`config.mk`:
```
export PLATFORM = sky130hd
export DESIGN_NAME = dcksl_state
export DESIGN_NICKNAME = d
export VERILOG_FILES = /design/src/design/dcksl_cmd_decode.v /design/src/design/dcksl_state.v
export VERILOG_INCLUDE_DIRS = /design/src /design/src/design
export SDC_FILE = /design/constraint.sdc
export NUM_CORES = 1
export LEC_CHECK = 0
export BUFFER_PORTS_ARGS = -buffer_cell sky130_fd_sc_hd__buf_2
export CAP_MARGIN = 20
export CORE_ASPECT_RATIO = 1.4
export CORE_MARGIN = 5
export CORE_UTILIZATION = 55
export DETAILED_ROUTE_END_ITERATION = 7
export PLACE_DENSITY_LB_ADDON = 0.2
export SLEW_MARGIN = 40
export SYNTH_ARGS = -nofsm -noshare
export SYNTH_HDL_FRONTEND = slang
export SYNTH_SLANG_ARGS = --single-unit
```
`constraint.sdc`:
```
create_clock -name core_clk_in -period 2.4 [get_ports core_clk_in]
set_input_delay 0.24 -clock core_clk_in [delete_from_list [all_inputs] [get_ports core_clk_in]]
set_output_delay 0.24 -clock core_clk_in [all_outputs]
set_load 0.03 [all_outputs]
```
`src/design/dcksl_map.vh`:
```
// Constants for the command and clock-enable state logic
`ifndef DCKSL_MAP_VH
`define DCKSL_MAP_VH
// Decoded commands
`define DCKSL_CMD_DSL 3'h0
`define DCKSL_CMD_NOP 3'h1
`define DCKSL_CMD_ACT 3'h2
`define DCKSL_CMD_PRE 3'h3
`define DCKSL_CMD_RD 3'h4
`define DCKSL_CMD_WR 3'h5
`define DCKSL_CMD_REF 3'h6
`define DCKSL_CMD_MRS 3'h7
// Device states
`define DCKSL_ST_IDLE 3'h0
`define DCKSL_ST_ACTIVE 3'h1
`define DCKSL_ST_READ 3'h2
`define DCKSL_ST_WRITE 3'h3
`define DCKSL_ST_PPD 3'h4
`define DCKSL_ST_APD 3'h5
`define DCKSL_ST_SREF 3'h6
// Burst length in clocks (data beats / 2 at BL4)
`define DCKSL_BURST_CLKS 2'h2
`define DCKSL_BANKS 4
// Clocks from self refresh exit until a read is accepted
`define DCKSL_SREF_READ_CLKS 8'hc8
`endif

```
`src/design/dcksl_cmd_decode.v`:
```
// Command decoder from sampled control pins
`timescale 1ns/100ps
`default_nettype none
`include "dcksl_map.vh"
module dcksl_cmd_decode (
	input wire cs_n_in,
	input wire ras_n_in,
	input wire cas_n_in,
	input wire we_n_in,
	output reg [2:0] cmd_out
);
	always @* begin
		if (cs_n_in) begin
			cmd_out = `DCKSL_CMD_DSL;
		end else begin
			case ({ras_n_in, cas_n_in, we_n_in})
			3'h7: cmd_out = `DCKSL_CMD_NOP;
			3'h3: cmd_out = `DCKSL_CMD_ACT;
			3'h2: cmd_out = `DCKSL_CMD_PRE;
			3'h5: cmd_out = `DCKSL_CMD_RD;
			3'h4: cmd_out = `DCKSL_CMD_WR;
			3'h1: cmd_out = `DCKSL_CMD_REF;
			default: cmd_out = `DCKSL_CMD_MRS;
			endcase
		end
	end
endmodule // dcksl_cmd_decode
`default_nettype wire

```
`src/design/dcksl_state.v`:
```
// DDR2 command acceptance and clock-enable state logic
// What this block does
// - Commands decoded from pins at rising edge
// - CKE compared with previous edge sample
// - Action from this edge's command, prior state
// - CKE fall outside a burst enters power-down on NOP or deselect, or self refresh on REF with no rows open; rise exits
// - ODT ignored for states; off in self refresh
// - DM high blocks the write beat
// - Idle command handling, read/write illegal
// - Active bank command handling
// - Burst command handling and interrupts
`timescale 1ns/100ps
`default_nettype none
`include "dcksl_map.vh"
module dcksl_state (
	input wire core_clk_in,
	input wire rst_n_in,
	input wire cke_in,
	input wire cs_n_in,
	input wire ras_n_in,
	input wire cas_n_in,
	input wire we_n_in,
	input wire a10_in,
	input wire [1:0] ba_in,
	input wire odt_in,
	input wire dm_in,
	output reg [2:0] state_out,
	output reg illegal_out,
	output reg write_beat_out,
	output reg odt_active_out,
	output reg read_allowed_out,
	output reg [3:0] open_banks_out
);
	// Exit read wait after self refresh, in clocks
	localparam [7:0] SREF_READ_CLKS = `DCKSL_SREF_READ_CLKS;
	// Pin synchronisers, two stages each
	reg [6:0] sync1_reg;
	reg [6:0] sync2_reg;
	reg [1:0] ba1_reg;
	reg [1:0] ba2_reg;
	reg cke_prev_reg;
	reg [2:0] state_reg;
	reg [2:0] state_next;
	reg [3:0] open_reg;
	reg [3:0] open_next;
	reg [1:0] burst_reg;
	reg [1:0] burst_next;
	reg [7:0] xsrd_reg;
	reg [7:0] xsrd_next;
	reg bad_next;
	wire [2:0] cmd;
	wire cke_now;
	wire is_nop;

	always @(posedge core_clk_in or negedge rst_n_in) begin
		if (!rst_n_in) begin
			sync1_reg <= 7'h00;
			sync2_reg <= 7'h00;
			ba1_reg <= 2'h0;
			ba2_reg <= 2'h0;
		end else begin
			sync1_reg <= {dm_in, odt_in, a10_in, we_n_in, cas_n_in,
				ras_n_in, cs_n_in};
			sync2_reg <= sync1_reg;
			ba1_reg <= ba_in;
			ba2_reg <= ba1_reg;
		end
	end

	reg cke1_reg;
	reg cke2_reg;
	always @(posedge core_clk_in or negedge rst_n_in) begin
		if (!rst_n_in) begin
			cke1_reg <= 1'b0;
			cke2_reg <= 1'b0;
		end else begin
			cke1_reg <= cke_in;
			cke2_reg <= cke1_reg;
		end
	end
	assign cke_now = cke2_reg;

	dcksl_cmd_decode u_dec (
		.cs_n_in(sync2_reg[0]),
		.ras_n_in(sync2_reg[1]),
		.cas_n_in(sync2_reg[2]),
		.we_n_in(sync2_reg[3]),
		.cmd_out(cmd)
	);
	assign is_nop = (cmd == `DCKSL_CMD_DSL) || (cmd == `DCKSL_CMD_NOP);

	// Bank mask of one bank, or all when A10 set on precharge
	function [3:0] bank_mask;
		input [1:0] ba;
		input all;
		begin
			bank_mask = all ? 4'hf : (4'h1 << ba);
		end
	endfunction

	// prior state plus this edge command
	always @* begin
		state_next = state_reg;
		open_next = open_reg;
		burst_next = (burst_reg != 2'h0) ? burst_reg - 2'h1 : 2'h0;
		xsrd_next = (xsrd_reg != 8'h00) ? xsrd_reg - 8'h01 : 8'h00;
		bad_next = 1'b0;
		case (state_reg)
		`DCKSL_ST_PPD, `DCKSL_ST_APD, `DCKSL_ST_SREF: begin
			if (cke_now) begin
				if (!is_nop) begin
					bad_next = 1'b1;
				end
				if (state_reg == `DCKSL_ST_SREF) begin
					xsrd_next = SREF_READ_CLKS;
				end
				state_next = (open_reg != 4'h0) ? `DCKSL_ST_ACTIVE :
					`DCKSL_ST_IDLE;
			end
		end
		default: begin
			if (cke_prev_reg && !cke_now) begin
				if (state_reg == `DCKSL_ST_READ ||
						state_reg == `DCKSL_ST_WRITE) begin
					bad_next = 1'b1;
				end else if (cmd == `DCKSL_CMD_REF) begin
					if (open_reg == 4'h0) begin
						state_next = `DCKSL_ST_SREF;
					end else begin
						bad_next = 1'b1;
					end
				end else if (is_nop) begin
					state_next = (open_reg != 4'h0) ? `DCKSL_ST_APD :
						`DCKSL_ST_PPD;
				end else begin
					bad_next = 1'b1;
				end
			end else if (!cke_now) begin
				bad_next = 1'b1;
			end else begin
				case (state_reg)
				`DCKSL_ST_IDLE: begin
					case (cmd)
					`DCKSL_CMD_ACT: begin
						open_next = bank_mask(ba2_reg, 1'b0);
						state_next = `DCKSL_ST_ACTIVE;
					end
					`DCKSL_CMD_RD, `DCKSL_CMD_WR: bad_next = 1'b1;
					default: state_next = `DCKSL_ST_IDLE;
					endcase
				end
				`DCKSL_ST_ACTIVE: begin
					case (cmd)
					`DCKSL_CMD_RD, `DCKSL_CMD_WR: begin
						if (xsrd_reg != 8'h00 && cmd == `DCKSL_CMD_RD) begin
							bad_next = 1'b1;
						end else begin
							burst_next = `DCKSL_BURST_CLKS;
							state_next = (cmd == `DCKSL_CMD_RD) ?
								`DCKSL_ST_READ : `DCKSL_ST_WRITE;
						end
					end
					`DCKSL_CMD_ACT: begin
						if ((open_reg & bank_mask(ba2_reg, 1'b0)) != 4'h0) begin
							bad_next = 1'b1;
						end else begin
							open_next = open_reg | bank_mask(ba2_reg, 1'b0);
						end
					end
					`DCKSL_CMD_PRE: begin
						open_next = open_reg & ~bank_mask(ba2_reg, sync2_reg[4]);
						if (open_next == 4'h0) begin
							state_next = `DCKSL_ST_IDLE;
						end
					end
					`DCKSL_CMD_REF, `DCKSL_CMD_MRS: bad_next = 1'b1;
					default: state_next = `DCKSL_ST_ACTIVE;
					endcase
				end
				default: begin
					if ((cmd == `DCKSL_CMD_RD && state_reg == `DCKSL_ST_READ) ||
						(cmd == `DCKSL_CMD_WR && state_reg == `DCKSL_ST_WRITE)) begin
						burst_next = `DCKSL_BURST_CLKS;
					end else if (!is_nop) begin
						bad_next = 1'b1;
					end else if (burst_reg <= 2'h1) begin
						state_next = `DCKSL_ST_ACTIVE;
					end
				end
				endcase
			end
		end
		endcase
	end

	always @(posedge core_clk_in or negedge rst_n_in) begin
		if (!rst_n_in) begin
			cke_prev_reg <= 1'b0;
			state_reg <= `DCKSL_ST_IDLE;
			open_reg <= 4'h0;
			burst_reg <= 2'h0;
			xsrd_reg <= 8'h00;
			state_out <= `DCKSL_ST_IDLE;
			illegal_out <= 1'b0;
			write_beat_out <= 1'b0;
			odt_active_out <= 1'b0;
			read_allowed_out <= 1'b1;
			open_banks_out <= 4'h0;
		end else begin
			cke_prev_reg <= cke_now;
			state_reg <= state_next;
			open_reg <= open_next;
			burst_reg <= burst_next;
			xsrd_reg <= xsrd_next;
			state_out <= state_next;
			illegal_out <= bad_next;
			write_beat_out <= (state_reg == `DCKSL_ST_WRITE) && !sync2_reg[6];
			odt_active_out <= sync2_reg[5] && (state_next != `DCKSL_ST_SREF);
			read_allowed_out <= (xsrd_next == 8'h00);
			open_banks_out <= open_next;
		end
	end
endmodule // dcksl_state
`default_nettype wire

```
==> run summary, run 1 <==
Input/output buffers: 22
Num ports: 23
Worst r2r src: open_reg[2]
CP endpoint kind: flip-flop
Post-cts sizing count: 0
Lkg Pwr: 0.00105 µW
First-pass GRT wire length: 7820 µm
Post-Synthesis Cells: 203
Slew Limit Headroom: 0.638
Pwr Density: 1090 mW/mm²
Post-route ant nets: 0
Max Cap Viol: 0
Post-CTS Setup Inserts: 0
Worst Hold Launch: odt_in
Antenna violations before repair: 0
Final nets: 245
CTS tree: done
Number of global-route vias before repair: 1705
#FFs+latches synth: 42
Area grow syn2layout: 14.2%
Total Routed Length: 4360 µm
CTS max path bufs: 2
H-tree Lvls: 2
Final setup margin: 131 ps
Avg WL per Cell: 15.9 µm
Gpl congestion: 0.991
Layout cells sized above 1: 0.203
Final min period: 2270 ps
Setup TNS: 0 ps
Fin. max-slew vios: 0
Syn avg cell area: 10.3 µm²
CTS Hold Buffers Added: 1
Distinct cells, synth: 56
Syn_nets: 217
Gate power share: 0.429
Clock slew seen by the registers of the worst setup and hold paths: 90 ps
Sink Count: 42
Crit path kind: flip-flop to flip-flop
Sw Share: 0.412
Critical Path RT: 2590 ps
R2R Setup Slk: 130 ps
Worst-Skew Late Latency: 300 ps
Die X: 62.2 µm
Fin area: 0.00240 mm²
Sequential share of power: 0.388
Die H: 83.1 µm
VDD IR max: 0.946 mV
Vias: 1699
Pre-CTS setup slack: 160 ps
Final Cycle Share: 0.945
Register area share after synthesis: 0.501
Achievable Freq: 441 MHz
P_int: 1540 µW
DRC viols: 0
Hold crit path type: input pin to flip-flop
Max reg flops: 8
Synthesis Warnings: 0
Switching pwr: 1080 µW
Worst-Margin Slew: 541 ps
Setup violators final: 0
Placed cell count: 265
Die area: 0.00517 mm²
RSZ-0062 raised after global routing: no
Worst Clk Skew: 3.56 ps
Total grt overflow: 0
Worst hold margin: 38.5 ps
Number of DRC markers in iteration 0: 119
Largest net degree at the start of global routing: 43
Site Rows: 26
Status: finished, final reports clean
Total GRT Usage: 0.183
Post-Syn Area: 0.00210 mm²
Critical Path Source Type: flip-flop
Worst setup path start: open_reg[2]
CORE AREA: 0.00368 mm²
Fraction of registers with async set or reset after synthesis: 1.00
Post-synth EDFFs: 0
CTS root buffer: clkbuf_8
Prevailing post-synth register cell: dfrtp_1
Non-Filler Instances: 274
Starting density of the core: 0.571
Crit-path max FO: 5
Placed Area: 0.00229 mm²
Arrival time at the worst endpoint: 2460 ps
Vias per cell: 6.20
Inserted Clock Buffers: 5
TritonRoute pass-1 iters: 6
Ant. Diodes: 0
Proportion of power drawn by the clock network: 0.182
Detailed placement HPWL: 3150 µm
Hold Violations, Final: 0
## logic make-up (layout without fill, tap and decap cells)
| family | count (synthesis) | in the layout | synth area share |
|---|---|---|---|
| adders and majority gates | 2 | 2 | 0.0119 |
| DFF | 42 | 42 | 0.501 |
| muxes | 5 | 5 | 0.0316 |
| buffers and inverters | 16 | 45 | 0.0292 |
| xor gates and xnor gates | 4 | 4 | 0.0167 |
| and+or+nand+nor | 65 | 65 | 0.194 |
| AOI/OAI and AO/OA | 69 | 69 | 0.215 |
## metal layers
layer | part of all wire | track usage | up-vias
met1 | 0.42 | 0.222 | 826
met2 | 0.51 | 0.307 | 51
met4 | 0.025 | 0.0769 | 0
met3 | 0.047 | 0.0419 | 9
met5 | 0 | 0 | -
li1 | - | - | 813
## worst max-delay path, cell delays in order, from the launching register on
cell	delay, ps
dfrtp_1	430
or4_4	570
o31a_1	340
o311a_1	310
a211o_1	280
o31a_1	230
## cell type report
type,instances,area (µm²)
inverters,5,18.8
clock inverters,3,28.8
repair buffers,32,190
flip-flops and latches,42,1050
well taps,42,52.6
clock buffers,5,68.8
multi-input cells,145,985
fillers,309,1280
## layout by cell type (no fill, tap or decap), types with 4 or more instances in the layout
cell type,instances
a21oi_1,18
a31oi_1,6
buf_2,21
buf_4,10
clkbuf_8,5
dfrtp_1,41
inv_1,4
mux2i_1,4
nand2_1,5
nand2b_1,9
nor2_1,15
nor2b_1,4
nor3_1,5
o21ai_0,14
## per-stage QoR
| stage | power [µW] | utilization |
|---|---|---|
| after floorplan | 1810 | - |
| after global placement | 2110 | 0.622 |
| after detailed placement | 2150 | 0.623 |
| after CTS | 2640 | 0.652 |
| after global routing | 2820 | 0.652 |
| final | 2620 | 0.652 |
## cell usage after synthesis, types with 3 or more instances
master,count,area (µm²)
a21oi_1,18,90.1
nand2_1,5,18.8
clkbuf_1,10,37.5
inv_1,4,15.0
nor3b_1,3,22.5
or3_1,3,18.8
o211ai_1,3,22.5
nor3_1,5,25.0
nand2b_1,9,56.3
a31oi_1,6,37.5
o21ai_0,14,70.1
nor2b_1,4,25.0
mux2i_1,4,40.0
nor2_1,15,56.3
o31ai_1,3,22.5
dfrtp_1,41,1030
## path summary, 6_finish.rpt
path	end	cells after the start
min reg2reg	sync2_reg[3]	0
max reg2reg	odt_active_out	5
max in group asynchronous	read_allowed_out	2
min	sync1_reg[5]	1
max	odt_active_out	5
min in group asynchronous	state_reg[0]	2
## power by group through the flow
stage          combinational, µW  clock (µW)  sequential (µW)
4_1_cts                     1130         496             1020
3_3_place_gp                1100           0             1020
6_report                    1130         478             1020
2_1_floorplan                672           0             1140
5_1_grt                     1240         530             1050
3_5_place_dp                1120           0             1030
(Power assumes the default switching activity.)
==> run 2, diff against run 1 <==
--- a/config.mk
+++ b/config.mk
@@ -6,7 +6,7 @@
 export SDC_FILE = /design/constraint.sdc
 export NUM_CORES = 1
 export LEC_CHECK = 0
-export BUFFER_PORTS_ARGS = -buffer_cell sky130_fd_sc_hd__buf_2
+export BUFFER_PORTS_ARGS = -buffer_cell sky130_fd_sc_hd__buf_4
 export CAP_MARGIN = 20
 export CORE_ASPECT_RATIO = 1.4
 export CORE_MARGIN = 5
==> run summary, run 2 (synthesis gave the netlist of run 1 again) <==
Status: finished, final reports clean (unchanged)
Crit path kind: flip-flop to flip-flop (unchanged)
Total GRT Usage: 0.191 (was 0.183)
Antenna violations before repair: 0 (unchanged)
Worst-Skew Late Latency: 300 ps (about the same)
Number of DRC markers in iteration 0: 121 (was 119)
FILL cells: 294 (was 309)
Max Cap Viol: 0 (unchanged)
Total grt overflow: 0 (unchanged)
Sum of buffers and inverters on the critical path: 0 (unchanged)
Slowest Stage Delay on Critical Path: 570 ps (about the same)
Placed cell count: 266 (was 265)
Die H: 83.1 µm (unchanged)
Lkg Pwr: 0.00107 µW (was 0.00105 µW)
Final nets: 246 (was 245)
Number of global-route vias before repair: 1749 (was 1705)
Vias per cell: 6.25 (was 6.20)
CP cell instances: or4_4 -> o31a_1 -> o311a_1 -> a211o_1 -> o31a_1 (unchanged)
Layout Utilization: 0.668 (was 0.652)
CP dominant cell by count: o31a_1 (unchanged)
Hold Violations, Final: 0 (unchanged)
Site Rows: 26 (unchanged)
Non-Filler Instances: 275 (was 274)
CTS max path bufs: 2 (unchanged)
H-tree Lvls: 2 (unchanged)
Ant. Diodes: 0 (unchanged)
Slowest stage cell, crit path: or4_4 (unchanged)
Final Cycle Share: 0.934 (was 0.945)
Gpl congestion: 0.986 (was 0.991)
TritonRoute pass-1 iters: 4 (was 6)
VDD IR max: 0.844 mV (was 0.946 mV)
First-pass GRT wire length: 8090 µm (was 7820 µm)
DRC viols: 0 (unchanged)
Setup TNS: 0 ps (unchanged)
Detailed placement HPWL: 3260 µm (was 3150 µm)
Worst-Margin Slew: 527 ps (was 541 ps)
Num ports: 23 (unchanged)
Worst Clk Skew: 7.89 ps (was 3.56 ps)
Post-route ant nets: 0 (unchanged)
Clock slew seen by the registers of the worst setup and hold paths: 90 ps (about the same)
Largest net degree at the start of global routing: 43 (unchanged)
Pwr Density: 1090 mW/mm² (about the same)
CORE AREA: 0.00368 mm² (unchanged)
CP top delay family: compound AO/OA/AOI/OAI gates (unchanged)
Achievable Freq: 446 MHz (was 441 MHz)
Hold crit path type: input pin to flip-flop (unchanged)
Critical Path RT: 2590 ps (about the same)
Slew Limit Headroom: 0.646 (was 0.638)
Area grow syn2layout: 17.1% (was 14.2%)
Final min period: 2240 ps (was 2270 ps)
Inserted Clock Buffers: 5 (unchanged)
Total Routed Length: 4480 µm (was 4360 µm)
Vias: 1720 (was 1699)
CP endpoint kind: flip-flop (unchanged)
Avg WL per Cell: 16.3 µm (was 15.9 µm)
Most common library cell in the layout ignoring fill and taps: dfrtp_1 (unchanged)
RSZ-0062 raised after global routing: no (unchanged)
Setup violators final: 0 (unchanged)
Critical Path Source Type: flip-flop (unchanged)
Die X: 62.2 µm (unchanged)
Post-CTS Setup Inserts: 0 (unchanged)
CTS root buffer: clkbuf_8 (unchanged)
Die area: 0.00517 mm² (unchanged)
Starting density of the core: 0.571 (unchanged)
CTS tree: done (unchanged)
Most frequent cells in the layout: dfrtp_1, buf_4, a21oi_1, nor2_1, o21ai_0 (was dfrtp_1, buf_2, a21oi_1, nor2_1, o21ai_0)
Input/output buffers: 22 (unchanged)
Crit-path max FO: 5 (unchanged)
Layout cells sized above 1: 0.206 (was 0.203)
Arrival time at the worst endpoint: 2430 ps (was 2460 ps)
Sink Count: 42 (unchanged)
Max reg flops: 8 (unchanged)
Fin. max-slew vios: 0 (unchanged)
## run 2: final timing paths
check	startpoint	to	slack, ps	cells past startpoint
min reg2reg	sync1_reg[4]	sync2_reg[4]	360	0
max reg2reg	open_reg[2]	odt_active_out	160	5
max	open_reg[2]	odt_active_out	160	5
min in group asynchronous	rst_n_in	state_reg[2]	440	2
min	odt_in	sync1_reg[5]	40	1
max in group asynchronous	rst_n_in	read_allowed_out	1580	2
## run 2: layout make-up
| class | count | area [µm²] | area share |
|---|---|---|---|
| timing repair buffer | 33 | 250 | 0.102 |
| clock inverter | 3 | 28.8 | 0.0117 |
| clock buffer | 5 | 68.8 | 0.0280 |
| tap | 42 | 52.6 | 0.0214 |
| inverter | 5 | 18.8 | 0.00764 |
| sequential | 42 | 1050 | 0.428 |
| multi-input combinational | 145 | 985 | 0.401 |
## run 2: timing repair
item / 4_1_cts / 5_1_grt
resized for setup: 0 / 0
hold buffers: 1 / 0
endpoints found under the hold margin: 41 / 0
## run 2: through the flow
stage / setup slack (ps) / hold slack, ps / power, µW / area, µm²
global route: 53.5 / 13.2 / 2880 / 2460
floorplan: 101 / -55.6 / 1810 / 2100
global placement: 196 / 240 / 2150 / 2350
finish: 158 / 39.0 / 2680 / 2460
CTS: 152 / 28.5 / 2690 / 2460
detailed placement: 169 / 252 / 2190 / 2350
## run 2: per-layer routing
metal  GRT usage  part of all wire  vias up
met5           0                 0        -
met4      0.0809             0.018        0
met3      0.0419             0.047        7
met2       0.318              0.52       57
met1       0.234              0.42      837
li1            -                 -      819
## run 2: report_power, final
part	total [µW]	leakage, µW	internal [µW]	switching [µW]
clock network	483	0.0000506	217	265
registers	1020	0.000506	862	156
logic	1180	0.000513	506	670
total	2680	0.00107	1580	1090
